**config.mk**
```make
export PLATFORM = sky130hd
export DESIGN_NAME = start_mode_sequencer
export DESIGN_NICKNAME = d
export VERILOG_FILES = /design/src/seq_pkg.sv /design/src/start_mode_sequencer.sv
export SDC_FILE = /design/constraint.sdc
export NUM_CORES = 1
export LEC_CHECK = 0
export ABC_AREA = 1
export ABC_CLOCK_PERIOD_IN_PS = 2400
export BUFFER_PORTS_ARGS = -buffer_cell sky130_fd_sc_hd__buf_2
export CORE_UTILIZATION = 50
export DETAILED_ROUTE_END_ITERATION = 8
export PLACE_DENSITY = 0.78
export SLEW_MARGIN = 40
export SYNTH_ARGS = -nofsm -noshare
export SYNTH_HDL_FRONTEND = slang
export SYNTH_SLANG_ARGS = --single-unit
```
**constraint.sdc**
```tcl
create_clock -name ref_clk -period 2.4 [get_ports ref_clk]
set_input_delay 0.48 -clock ref_clk [delete_from_list [all_inputs] [get_ports ref_clk]]
set_output_delay 0.48 -clock ref_clk [all_outputs]
set_load 0.005 [all_outputs]
```
**src/seq_pkg.sv**
```systemverilog
// constants, register map and carrier types of the start mode sequencer
package seq_pkg;

    // ----------------------------------------------------------------
    // register bus
    // ----------------------------------------------------------------
    localparam int          ADDR_W      = 4;
    localparam int          DATA_W      = 32;
    localparam logic [3:0]  OFS_CONFIG  = 4'h0;
    localparam logic [3:0]  OFS_COMMAND = 4'h4;
    localparam logic [3:0]  OFS_STATUS  = 4'h8;

    // field positions
    localparam int CODE_LSB    = 0;
    localparam int CODE_W      = 2;
    localparam int LOAD_BIT    = 8;
    localparam int ST_STATE_LSB = 0;
    localparam int ST_RUN_BIT  = 3;
    localparam int ST_SW_BIT   = 4;
    localparam int ST_REJ_BIT  = 5;
    localparam int ST_COLD_BIT = 6;
    localparam int ST_COPY_BIT = 7;

    // start selection and command codes
    localparam logic [1:0] SEL_WARM  = 2'h1;
    localparam logic [1:0] SEL_COLD  = 2'h2;
    localparam logic [1:0] SEL_RESET = SEL_WARM;
    localparam logic [1:0] CMD_STOP  = 2'h0;
    localparam logic [1:0] CMD_WARM  = 2'h1;
    localparam logic [1:0] CMD_COLD  = 2'h2;

    // ----------------------------------------------------------------
    // timing
    // ----------------------------------------------------------------
    localparam int CLK_HZ          = 10_000_000;
    localparam int STATUS_PERIOD_S = 1;
    localparam int STATUS_CYCLES   = CLK_HZ * STATUS_PERIOD_S;
    localparam int EXEC_CYCLES     = 1_000_000;
    localparam int CFG_WORDS       = 256;

    typedef enum logic [2:0] {
        ST_BOOT = 3'b000,
        ST_COPY = 3'b001,
        ST_INIT = 3'b010,
        ST_RUN  = 3'b011,
        ST_STOP = 3'b100
    } seq_state_type;

    typedef struct packed {
        logic              read;
        logic              write;
        logic [ADDR_W-1:0] address;
        logic [DATA_W-1:0] writedata;
    } avm_req_type;

    typedef struct packed {
        logic [DATA_W-1:0] readdata;
        logic              waitrequest;
    } avm_rsp_type;

    typedef struct packed {
        logic exec_enable;
        logic exchange_strobe;
        logic status_strobe;
        logic mem_clear;
        logic loops_manual;
        logic run_led;
    } unit_ctl_type;

endpackage

```
**src/start_mode_sequencer.sv**
```systemverilog
// start mode sequencer: chooses warm or clean start and drives the unit
//
// Register access over Avalon-MM and the placing of the registers are this design's own decisions.
`timescale 1ns/100ps
module start_mode_sequencer
#(
    parameter int STATUS_CYCLES = seq_pkg::STATUS_CYCLES,
    parameter int EXEC_CYCLES   = seq_pkg::EXEC_CYCLES,
    parameter int CFG_WORDS     = seq_pkg::CFG_WORDS
)
(
    input  wire logic                 ref_clk,
    input  wire logic                 nrst,
    input  wire seq_pkg::avm_req_type avm_req,
    output seq_pkg::avm_rsp_type      avm_rsp,
    input  wire logic                 flash_boot_pin,
    input  wire logic                 restart_pin,
    output logic                      copy_active,
    output logic                      copy_we,
    output logic [$clog2(CFG_WORDS)-1:0] copy_addr,
    output seq_pkg::unit_ctl_type     unit_ctl
);
    import seq_pkg::*;

    localparam int CW = $clog2(CFG_WORDS);
    localparam int SW = $clog2(STATUS_CYCLES + 1);
    localparam int EW = $clog2(EXEC_CYCLES + 1);

    // ----------------------------------------------------------------
    // pin synchronisers
    // ----------------------------------------------------------------
    logic [1:0] sw_sync_reg, sw_sync_next;
    logic [1:0] rst_sync_reg, rst_sync_next;
    logic [1:0] primed_reg, primed_next;
    logic       restart_old_reg, restart_old_next;
    logic       restart_rise, switch_on;

    always_comb
    begin
        sw_sync_next     = {sw_sync_reg[0], flash_boot_pin};
        rst_sync_next    = {rst_sync_reg[0], restart_pin};
        restart_old_next = rst_sync_reg[1];
        primed_next      = {primed_reg[0], 1'b1};
    end

    always_ff @(posedge ref_clk or negedge nrst)
    begin
        if (!nrst)
        begin
            sw_sync_reg     <= 2'h0;
            rst_sync_reg    <= 2'h0;
            restart_old_reg <= 1'b0;
            primed_reg      <= 2'h0;
        end
        else
        begin
            sw_sync_reg     <= sw_sync_next;
            rst_sync_reg    <= rst_sync_next;
            restart_old_reg <= restart_old_next;
            primed_reg      <= primed_next;
        end
    end

    assign switch_on    = sw_sync_reg[1];
    assign restart_rise = rst_sync_reg[1] & ~restart_old_reg;

    // ----------------------------------------------------------------
    // register bus
    // ----------------------------------------------------------------
    logic [1:0]    select_reg, select_next;
    logic [1:0]    last_cmd_reg, last_cmd_next;
    logic          reject_reg, reject_next;
    avm_rsp_type   rsp_reg, rsp_next;
    logic          wr_take, cmd_wr, load_evt, start_evt;
    logic [1:0]    wr_code;
    seq_state_type state_reg, state_next;
    logic          cold_reg, cold_next;
    logic [CW-1:0] copy_cnt_reg, copy_cnt_next;

    // a write lands at the edge where waitrequest is seen low
    assign wr_take   = avm_req.write & ~rsp_reg.waitrequest;
    assign wr_code   = avm_req.writedata[CODE_LSB +: CODE_W];
    assign cmd_wr    = wr_take & (avm_req.address == OFS_COMMAND);
    assign load_evt  = cmd_wr & avm_req.writedata[LOAD_BIT];
    assign start_evt = cmd_wr & ~avm_req.writedata[LOAD_BIT]
                       & ((wr_code == CMD_WARM) | (wr_code == CMD_COLD));

    always_comb
    begin
        select_next   = select_reg;
        last_cmd_next = last_cmd_reg;
        reject_next   = reject_reg;
        rsp_next      = rsp_reg;
        // one wait cycle per access, then ready for exactly one edge
        rsp_next.waitrequest = ~((avm_req.read | avm_req.write) & rsp_reg.waitrequest);
        if ((avm_req.read | avm_req.write) & rsp_reg.waitrequest)
        begin
            rsp_next.readdata = '0;
            if (avm_req.address == OFS_CONFIG)
            begin
                rsp_next.readdata[CODE_LSB +: CODE_W] = select_reg;
            end
            else if (avm_req.address == OFS_COMMAND)
            begin
                rsp_next.readdata[CODE_LSB +: CODE_W] = last_cmd_reg;
            end
            else if (avm_req.address == OFS_STATUS)
            begin
                rsp_next.readdata[ST_STATE_LSB +: $bits(seq_state_type)] = state_reg;
                rsp_next.readdata[ST_RUN_BIT]  = (state_reg == ST_RUN);
                rsp_next.readdata[ST_SW_BIT]   = switch_on;
                rsp_next.readdata[ST_REJ_BIT]  = reject_reg;
                rsp_next.readdata[ST_COLD_BIT] = cold_reg;
                rsp_next.readdata[ST_COPY_BIT] = (state_reg == ST_COPY);
            end
        end
        if (wr_take & (avm_req.address == OFS_CONFIG))
        begin
            select_next = wr_code;
        end
        if (cmd_wr & ~avm_req.writedata[LOAD_BIT])
        begin
            last_cmd_next = wr_code;
        end
        if (wr_take & (avm_req.address == OFS_STATUS) & avm_req.writedata[ST_REJ_BIT])
        begin
            reject_next = 1'b0;
        end
        // set beats clear in the same cycle
        if (start_evt & (state_reg == ST_RUN))
        begin
            reject_next = 1'b1;
        end
    end

    always_ff @(posedge ref_clk or negedge nrst)
    begin
        if (!nrst)
        begin
            select_reg       <= SEL_RESET;
            last_cmd_reg     <= CMD_STOP;
            reject_reg       <= 1'b0;
            rsp_reg          <= '{readdata: '0, waitrequest: 1'b1};
        end
        else
        begin
            select_reg   <= select_next;
            last_cmd_reg <= last_cmd_next;
            reject_reg   <= reject_next;
            rsp_reg      <= rsp_next;
        end
    end

    // ----------------------------------------------------------------
    // start sequence
    // ----------------------------------------------------------------
    always_comb
    begin
        state_next    = state_reg;
        cold_next     = cold_reg;
        copy_cnt_next = copy_cnt_reg;
        case (state_reg)
            ST_BOOT:
            begin
                copy_cnt_next = '0;
                if (!primed_reg[1])
                begin
                    // synchroniser still shows its reset level, not the switch
                    state_next = ST_BOOT;
                end
                else if (switch_on)
                begin
                    state_next = ST_COPY;
                    cold_next  = 1'b1;
                end
                else if (select_reg == SEL_COLD)
                begin
                    state_next = ST_INIT;
                    cold_next  = 1'b1;
                end
                else
                begin
                    // unknown codes fall back to the warm default
                    state_next = ST_RUN;
                    cold_next  = 1'b0;
                end
            end
            ST_COPY:
            begin
                // no check of flash contents: empty flash still wipes RAM
                copy_cnt_next = copy_cnt_reg + 1'b1;
                if (copy_cnt_reg == CW'(CFG_WORDS - 1))
                begin
                    state_next = ST_INIT;
                end
            end
            ST_INIT:
            begin
                state_next = ST_RUN;
            end
            ST_RUN:
            begin
                // host operating mode has no input here by design
                if (cmd_wr & ~avm_req.writedata[LOAD_BIT] & (wr_code == CMD_STOP))
                begin
                    state_next = ST_STOP;
                end
            end
            ST_STOP:
            begin
                if (start_evt)
                begin
                    state_next = (wr_code == CMD_COLD) ? ST_INIT : ST_RUN;
                    cold_next  = (wr_code == CMD_COLD);
                end
            end
            default:
            begin
                state_next = ST_BOOT;
            end
        endcase
        if (load_evt)
        begin
            state_next = ST_STOP;
        end
        if (restart_rise)
        begin
            state_next = ST_BOOT;
        end
    end

    always_ff @(posedge ref_clk or negedge nrst)
    begin
        if (!nrst)
        begin
            state_reg    <= ST_BOOT;
            cold_reg     <= 1'b0;
            copy_cnt_reg <= '0;
        end
        else
        begin
            state_reg    <= state_next;
            cold_reg     <= cold_next;
            copy_cnt_reg <= copy_cnt_next;
        end
    end

    // ----------------------------------------------------------------
    // timers and unit controls
    // ----------------------------------------------------------------
    logic [SW-1:0] stat_cnt_reg, stat_cnt_next;
    logic [EW-1:0] exec_cnt_reg, exec_cnt_next;
    unit_ctl_type  ctl_reg, ctl_next;
    logic          copy_we_reg, copy_we_next;
    logic [CW-1:0] copy_addr_reg, copy_addr_next;
    logic          copy_act_reg, copy_act_next;
    logic          running;
    assign running = (state_reg == ST_RUN);

    always_comb
    begin
        stat_cnt_next = stat_cnt_reg + 1'b1;
        ctl_next      = '0;
        if (stat_cnt_reg == SW'(STATUS_CYCLES - 1))
        begin
            stat_cnt_next = '0;
            ctl_next.status_strobe = 1'b1;
        end
        exec_cnt_next = '0;
        if (running)
        begin
            exec_cnt_next = exec_cnt_reg + 1'b1;
            if (exec_cnt_reg == EW'(EXEC_CYCLES - 1))
            begin
                exec_cnt_next = '0;
                ctl_next.exchange_strobe = 1'b1;
            end
        end
        ctl_next.exec_enable  = running;
        ctl_next.run_led      = running;
        // set points and tuning are outside the cleared area
        ctl_next.mem_clear    = (state_reg == ST_INIT);
        ctl_next.loops_manual = (state_reg == ST_INIT);
        copy_act_next  = (state_reg == ST_COPY);
        copy_we_next   = (state_reg == ST_COPY);
        copy_addr_next = copy_cnt_reg;
    end

    always_ff @(posedge ref_clk or negedge nrst)
    begin
        if (!nrst)
        begin
            stat_cnt_reg  <= '0;
            exec_cnt_reg  <= '0;
            ctl_reg       <= '0;
            copy_act_reg  <= 1'b0;
            copy_we_reg   <= 1'b0;
            copy_addr_reg <= '0;
        end
        else
        begin
            stat_cnt_reg  <= stat_cnt_next;
            exec_cnt_reg  <= exec_cnt_next;
            ctl_reg       <= ctl_next;
            copy_act_reg  <= copy_act_next;
            copy_we_reg   <= copy_we_next;
            copy_addr_reg <= copy_addr_next;
        end
    end

    assign avm_rsp     = rsp_reg;
    assign unit_ctl    = ctl_reg;
    assign copy_active = copy_act_reg;
    assign copy_we     = copy_we_reg;
    assign copy_addr   = copy_addr_reg;

endmodule
```
=== Yosys cells after proc, flatten, opt, wreduce, memory -nomap -nowiden ===
Cells that the tools add are included.

* Flip-flop bits (word level): 90
* Input bits: 42
* Word-level logic and storage cells: 95

* Multiplexer cells: 29
* Bitwise gates (word level): 18
* Eq/ne operators: 17
* Reduce and logical (&&, ||, !) cells: 8
* Add/subtract/negate cells: 3

{| class="wikitable"
|+ Operators by type and width
! kind !! number
|-
| $mux W20 || 2
|-
| $add A24 B1 Y24 const B || 1
|-
| $eq A24 B24 Y1 const B || 1
|-
| $mux W24 || 1
|-
| $add A20 B1 Y20 const B || 1
|-
| $eq A20 B20 Y1 const B || 1
|-
| $pmux W8 S2 || 1
|-
| $mux W3 || 5
|-
| $pmux W3 S5 || 1
|-
| $and A1 B1 Y1 || 12
|-
| $mux W6 || 2
|-
| $mux W1 || 11
|-
| $add A8 B1 Y8 const B || 1
|-
| $eq A8 B8 Y1 const B || 1
|-
| $mux W2 || 4
|-
| $mux W8 || 1
|-
| $ne A4 B3 Y1 const B || 2
|-
| $eq A3 B2 Y1 const B || 2
|-
| $reduce_and A3 Y1 || 2
|-
| $reduce_bool A2 Y1 || 3
|-
| $eq A2 B2 Y1 const B || 2
|-
| $eq A4 B3 Y1 const B || 1
|-
| $eq A4 B4 Y1 const B || 1
|-
| $logic_not A4 Y1 || 1
|-
| 10 further kinds || 15
|}

=== Depth between registers and ports, before layout ===
* Depth in word-level cells: 9
* Depth in mapped cells: 10

=== Least setup slack after synthesis ===
Ideal clock, no wire load.

* Path kind: flip-flop to flip-flop
* From: register stat_cnt_reg[0]
* To: register stat_cnt_reg[20]
* Data required time: 2.283 ns
* Path slack: 0.916 ns
* Path buffers: 0
* Period minus slack after synthesis: 1.484 ns
* Stages on the path, launching flop included: 9
* Arrival: 1.367 ns
* Cells stage by stage: dfrtp_1 > ha_1 > nand2_1 > nor2_2 > inv_2 > nor3_4 > nand3b_1 > nor2_1 > nor2_1

* Longest elaborated chain between the ends: 2
* Elaborated cells on any way between the ends: 3

{| class="wikitable"
|+ Ends and longest elaborated chain
! item !! line !! RTL
|-
| from (decl) || start_mode_sequencer.sv:251 || <nowiki>logic [SW-1:0] stat_cnt_reg, stat_cnt_next;</nowiki>
|-
| from (signal assigned) || start_mode_sequencer.sv:302 || <nowiki>stat_cnt_reg <= stat_cnt_next;</nowiki>
|-
| $add A24 B1 Y24 or $eq A24 B24 Y1 (tied branches) || start_mode_sequencer.sv:262, start_mode_sequencer.sv:264 ||
|-
| $mux W24 * || start_mode_sequencer.sv:264 || <nowiki>if (stat_cnt_reg == SW'(STATUS_CYCLES - 1))</nowiki>
|-
| net stat_cnt_next[20] || start_mode_sequencer.sv:251 ||
|}

Mark *: on every way through the listed nets, which the timed path passes. The rest lies on a longest branch.
A chain may end at the register's enable or synchronous reset.

=== Worst setup path in the final report ===
* From: register stat_cnt_reg[0]
* To: register stat_cnt_reg[3]

The elaborated chain is that of the path after synthesis.

==> results <==
- The summed area of non-filler cells in the final layout is 4970 µm².
- The number of max-slew violations in the final report is 0.
- The finished layout holds 722 standard cells, fillers aside.
- The half-perimeter wire length after placement is 6630 µm.
- The number of flops mapped to enable cells by yosys is 0.
- The clock reaches the later pin of the worst-skew pair after 0.37 ns.
- Synthesis handed over a netlist of 561 instances.
- The launching element of the worst setup path is stat_cnt_reg[0]$_DFF_PN0_.
- During synthesis, Yosys emitted a total of 0 warnings.
- The design draws 3.35 mW.
- In the routed design, unresolved DRC markers number 0.
- Counting cells, the worst reg-to-reg path comes to 8.
- The floorplan die width is 97.2 µm.
- The worst slack at placement is 0.664 ns.
- The total of buffers placed on input and output ports is 38.
- The maximum operating frequency is 572 MHz.
- The net switching power is 1.10 mW.
- After floorplanning, the core was divided into 34 placement rows.
- The met1 layer wirelength in the final routing is 3890 µm.
- The die area is 9450 µm².
- The switching power share of the total is 32.8%.
- The die boundary height is 97.2 µm.
- The tightest hold margin is 0.114 ns.
- Once placement completed, the tool counted placed cells totaling 706.
- Between clock sinks in the finished design, the worst skew comes to 0.0104 ns.
- The smallest setup slack after layout is 0.650 ns.
- The mean cell area of the mapped netlist is 8.08 µm².
- TritonCTS built the clock tree.
- The number of nets in the finished design is 656.
- The area of the core is 8760 µm².
- Summed over all cells, the static leakage comes to 2.52 nW.
- For this run, the detailed router's first-pass iteration total came to 5.
- For this run the aggregate overflow at the end of global routing stands at 0.
- The post-cts gate resize count is 0.
- Cell internal power was estimated by the tool at 2.25 mW.
- After filler insertion, the fill cell instance count of the layout stands at 771.
- The area growth from synthesis to layout is 9.75%.
- The share of the Yosys chip area taken by registers is 49.8%.
- Counting instances in the post-synthesis netlist gives the leading cell types as 122 x nand2_1, 88 x dfrtp_1, 80 x inv_1, 78 x nor2_1, 37 x nand3_1.
- The largest fanout of any net on the critical path is 6.
- TritonCTS created 9 clock buffers.
- Entering global routing, the biggest net connects 50 pins.
- The share of flip-flops with an asynchronous set or reset after synthesis is 100%.
- The critical path is of the flip-flop to flip-flop type.
- The cell sitting at the root of the clock tree is a clkbuf_8.
- Across all layers, the routed design uses 3,699 vias.
- The hold violation total from the final report was 0.
- Once layout is complete, the utilization of the core stands at 56.7%.
- The most common cell in the synthesized netlist is nand2_1.
- The worst supply voltage drop on vdd is 0.299 mV.
- The via count of the first global-routing pass is 3,592.
- In this run the critical register-to-register path is captured at stat_cnt_reg[3]$_DFF_PN0_.
- The number of flip-flops and latches in the synthesized netlist is 90.
- In the final layout, the multi-input gates occupy 1840 µm².
- After routing, the total negative slack on setup checks comes to 0 ns.
- The top flip-flop cell by instance count after synthesis is dfrtp_1.
- Clock-pin slew was measured on the worst setup and hold paths at 0.10 ns.
- The number of ports placed on the die boundary is 91.
- The power per cell area is 675 nW/µm².
- The per-cell routed wire length is 12.2 µm.
- The number of library cell types mapped by synthesis is 31.
- The number of flip-flops in the largest register is 24.
- The cell area after synthesis is 4530 µm².
- The detailed router used layers up to and including met4.
- The per-cell via count in the routed design is 5.12.
- The biggest area contributor in the post-synthesis netlist is dfrtp_1.
- After detailed routing, the met2 layer carries 4280 µm of wire.
- Counting along the longest clock path gives a buffer depth of 2.
- The sequential cells in the finished layout cover a total of 2250 µm².
- At the pin with the least slew margin, the transition time is 0.627 ns.
- The setup slack of the most critical reg-to-reg path is 0.65 ns.
- The first routing iteration left 214 violations.
- The cell area after placement is 4770 µm².
- After layout, the worst path uses 72.9% of the clock period.
- The length of routed met3 wiring is 488 µm.
- At the end of routability-driven placement, the weighted congestion stood at 0.954.
- STA puts the critical path data arrival time at 2.00 ns.
- The combinational share of power is 17.3%.
- The number of antenna violations at the first check in global routing came to 0.
- At the worst endpoint, the required time is 2.66 ns.
- The startpoint identified for the worst register-to-register timing path is stat_cnt_reg[0]$_DFF_PN0_.
- The worst pin sits at a relative slew slack of 58.2%.
- The TritonCTS sink count is 90.
- The ratio of cells with drive above 1 in the final layout is 11.6%.
- The initial standard-cell utilization of the core is 51.7%.
- The max-cap check violation count is 0.
- The global routing usage summed across all routing layers is 20.2%.
- The total setup violations reported at the end of the flow is 0.
- The detail route stage leaves a number of antenna-violating nets equal to 0.
- The hold buffer count at CTS is 0.
- The diode insertion count for antenna repair is 0.
- The part of the total power dissipated in sequential elements is 51.6%.
- The first global-routing pass estimated 15,600 µm of wire.
- The minimum clock period after layout is 1.75 ns.
- The flow ran to the end, and the final reports show no timing, DRC or antenna violations.
- The count of H-tree levels built during CTS is 3.
- The top cell type by area accounts for 48.6% of the synthesized area.
- The clock share of power is 31.2%.
- Setup repair after global routing left no endpoint under its margin.
- The type of element capturing the critical path is a flip-flop.
- The number of setup buffers added after CTS is 0.
- After synthesis, the cell types taking the most area are dfrtp_1 49%, nand2_1 10%, inv_1 6.6%.
- The path type of the worst min-delay path is input port to asynchronous set/reset pin.
- After detailed routing, the total wire length is 8840 µm.
- STA classifies the critical path startpoint as a flip-flop.
[worst max-delay path by stage]
stage / end / slack (ns)
floorplan: stat_cnt_reg[20]$_DFF_PN0_ / 0.92
CTS: stat_cnt_reg[3]$_DFF_PN0_ / 0.65
global placement: exec_cnt_reg[11]$_DFF_PN0_ / 0.73
global route: exec_cnt_reg[14]$_DFF_PN0_ / 0.48
detailed placement: stat_cnt_reg[3]$_DFF_PN0_ / 0.66
finish: stat_cnt_reg[3]$_DFF_PN0_ / 0.65
[power by group through the flow]
stage | Clock [mW] | Sequential, mW | Combinational [mW]
final | 1.05 | 1.73 | 0.579
after global routing | 1.15 | 1.75 | 0.665
after CTS | 1.07 | 1.73 | 0.585
after detailed placement | 0 | 1.76 | 0.582
after global placement | 0 | 1.76 | 0.568
after floorplan | 0 | 1.75 | 0.413
[final cells by class]
cell class	count	share of cell area (%)
Sequential cell	90	45.3
Multi-Input combinational cell	383	37.1
Inverter	83	6.27
Timing Repair Buffer	42	4.48
Tap cell	108	2.72
Clock buffer	9	2.49
Clock inverter	7	1.64
[per-layer routing]
metal	track usage [%]	up-vias
li1	-	1826
met1	26.0	1740
met2	33.5	115
met3	3.45	18
met4	9.41	0
met5	0	-
[worst max-delay path, stage by stage, from the launching register on]
cell and delay, ns:
dfrtp_1 0.44, ha_1 0.21, nand2_1 0.12, nor2_4 0.20
inv_1 0.07, nor2_1 0.11, nand4_1 0.20, inv_1 0.23
a21oi_1 0.06
[logic make-up after synthesis]
logic type	synth area share, %
simple gates	27.9
buf+inv	11.5
flops	49.8
compound gates	5.66
xor+xnor	3.67
fa+ha+maj	1.38
other cells	0.166
[layout by cell type (no fill, tap or decap), types with 2 or more instances in the layout]
cell type and instances:
nand2_1 122, dfrtp_1 88, inv_1 80, nor2_1 78
nand3_1 37, buf_2 37, o21ai_0 27, conb_1 25
nor3_1 16, xor2_1 15, nand4_1 13, a21oi_1 10
clkbuf_8 9, nor4_1 7, ha_1 5, buf_4 5
xnor2_1 4, o31ai_1 4, inv_2 3, nand3b_1 3
nor2_2 3, nor3_4 2, a31oi_1 2, nor3b_1 2
o211ai_1 2, dfstp_2 2, clkinv_8 2, inv_8 2
inv_6 2
Note: power is estimated with default switching activity, not from simulation.
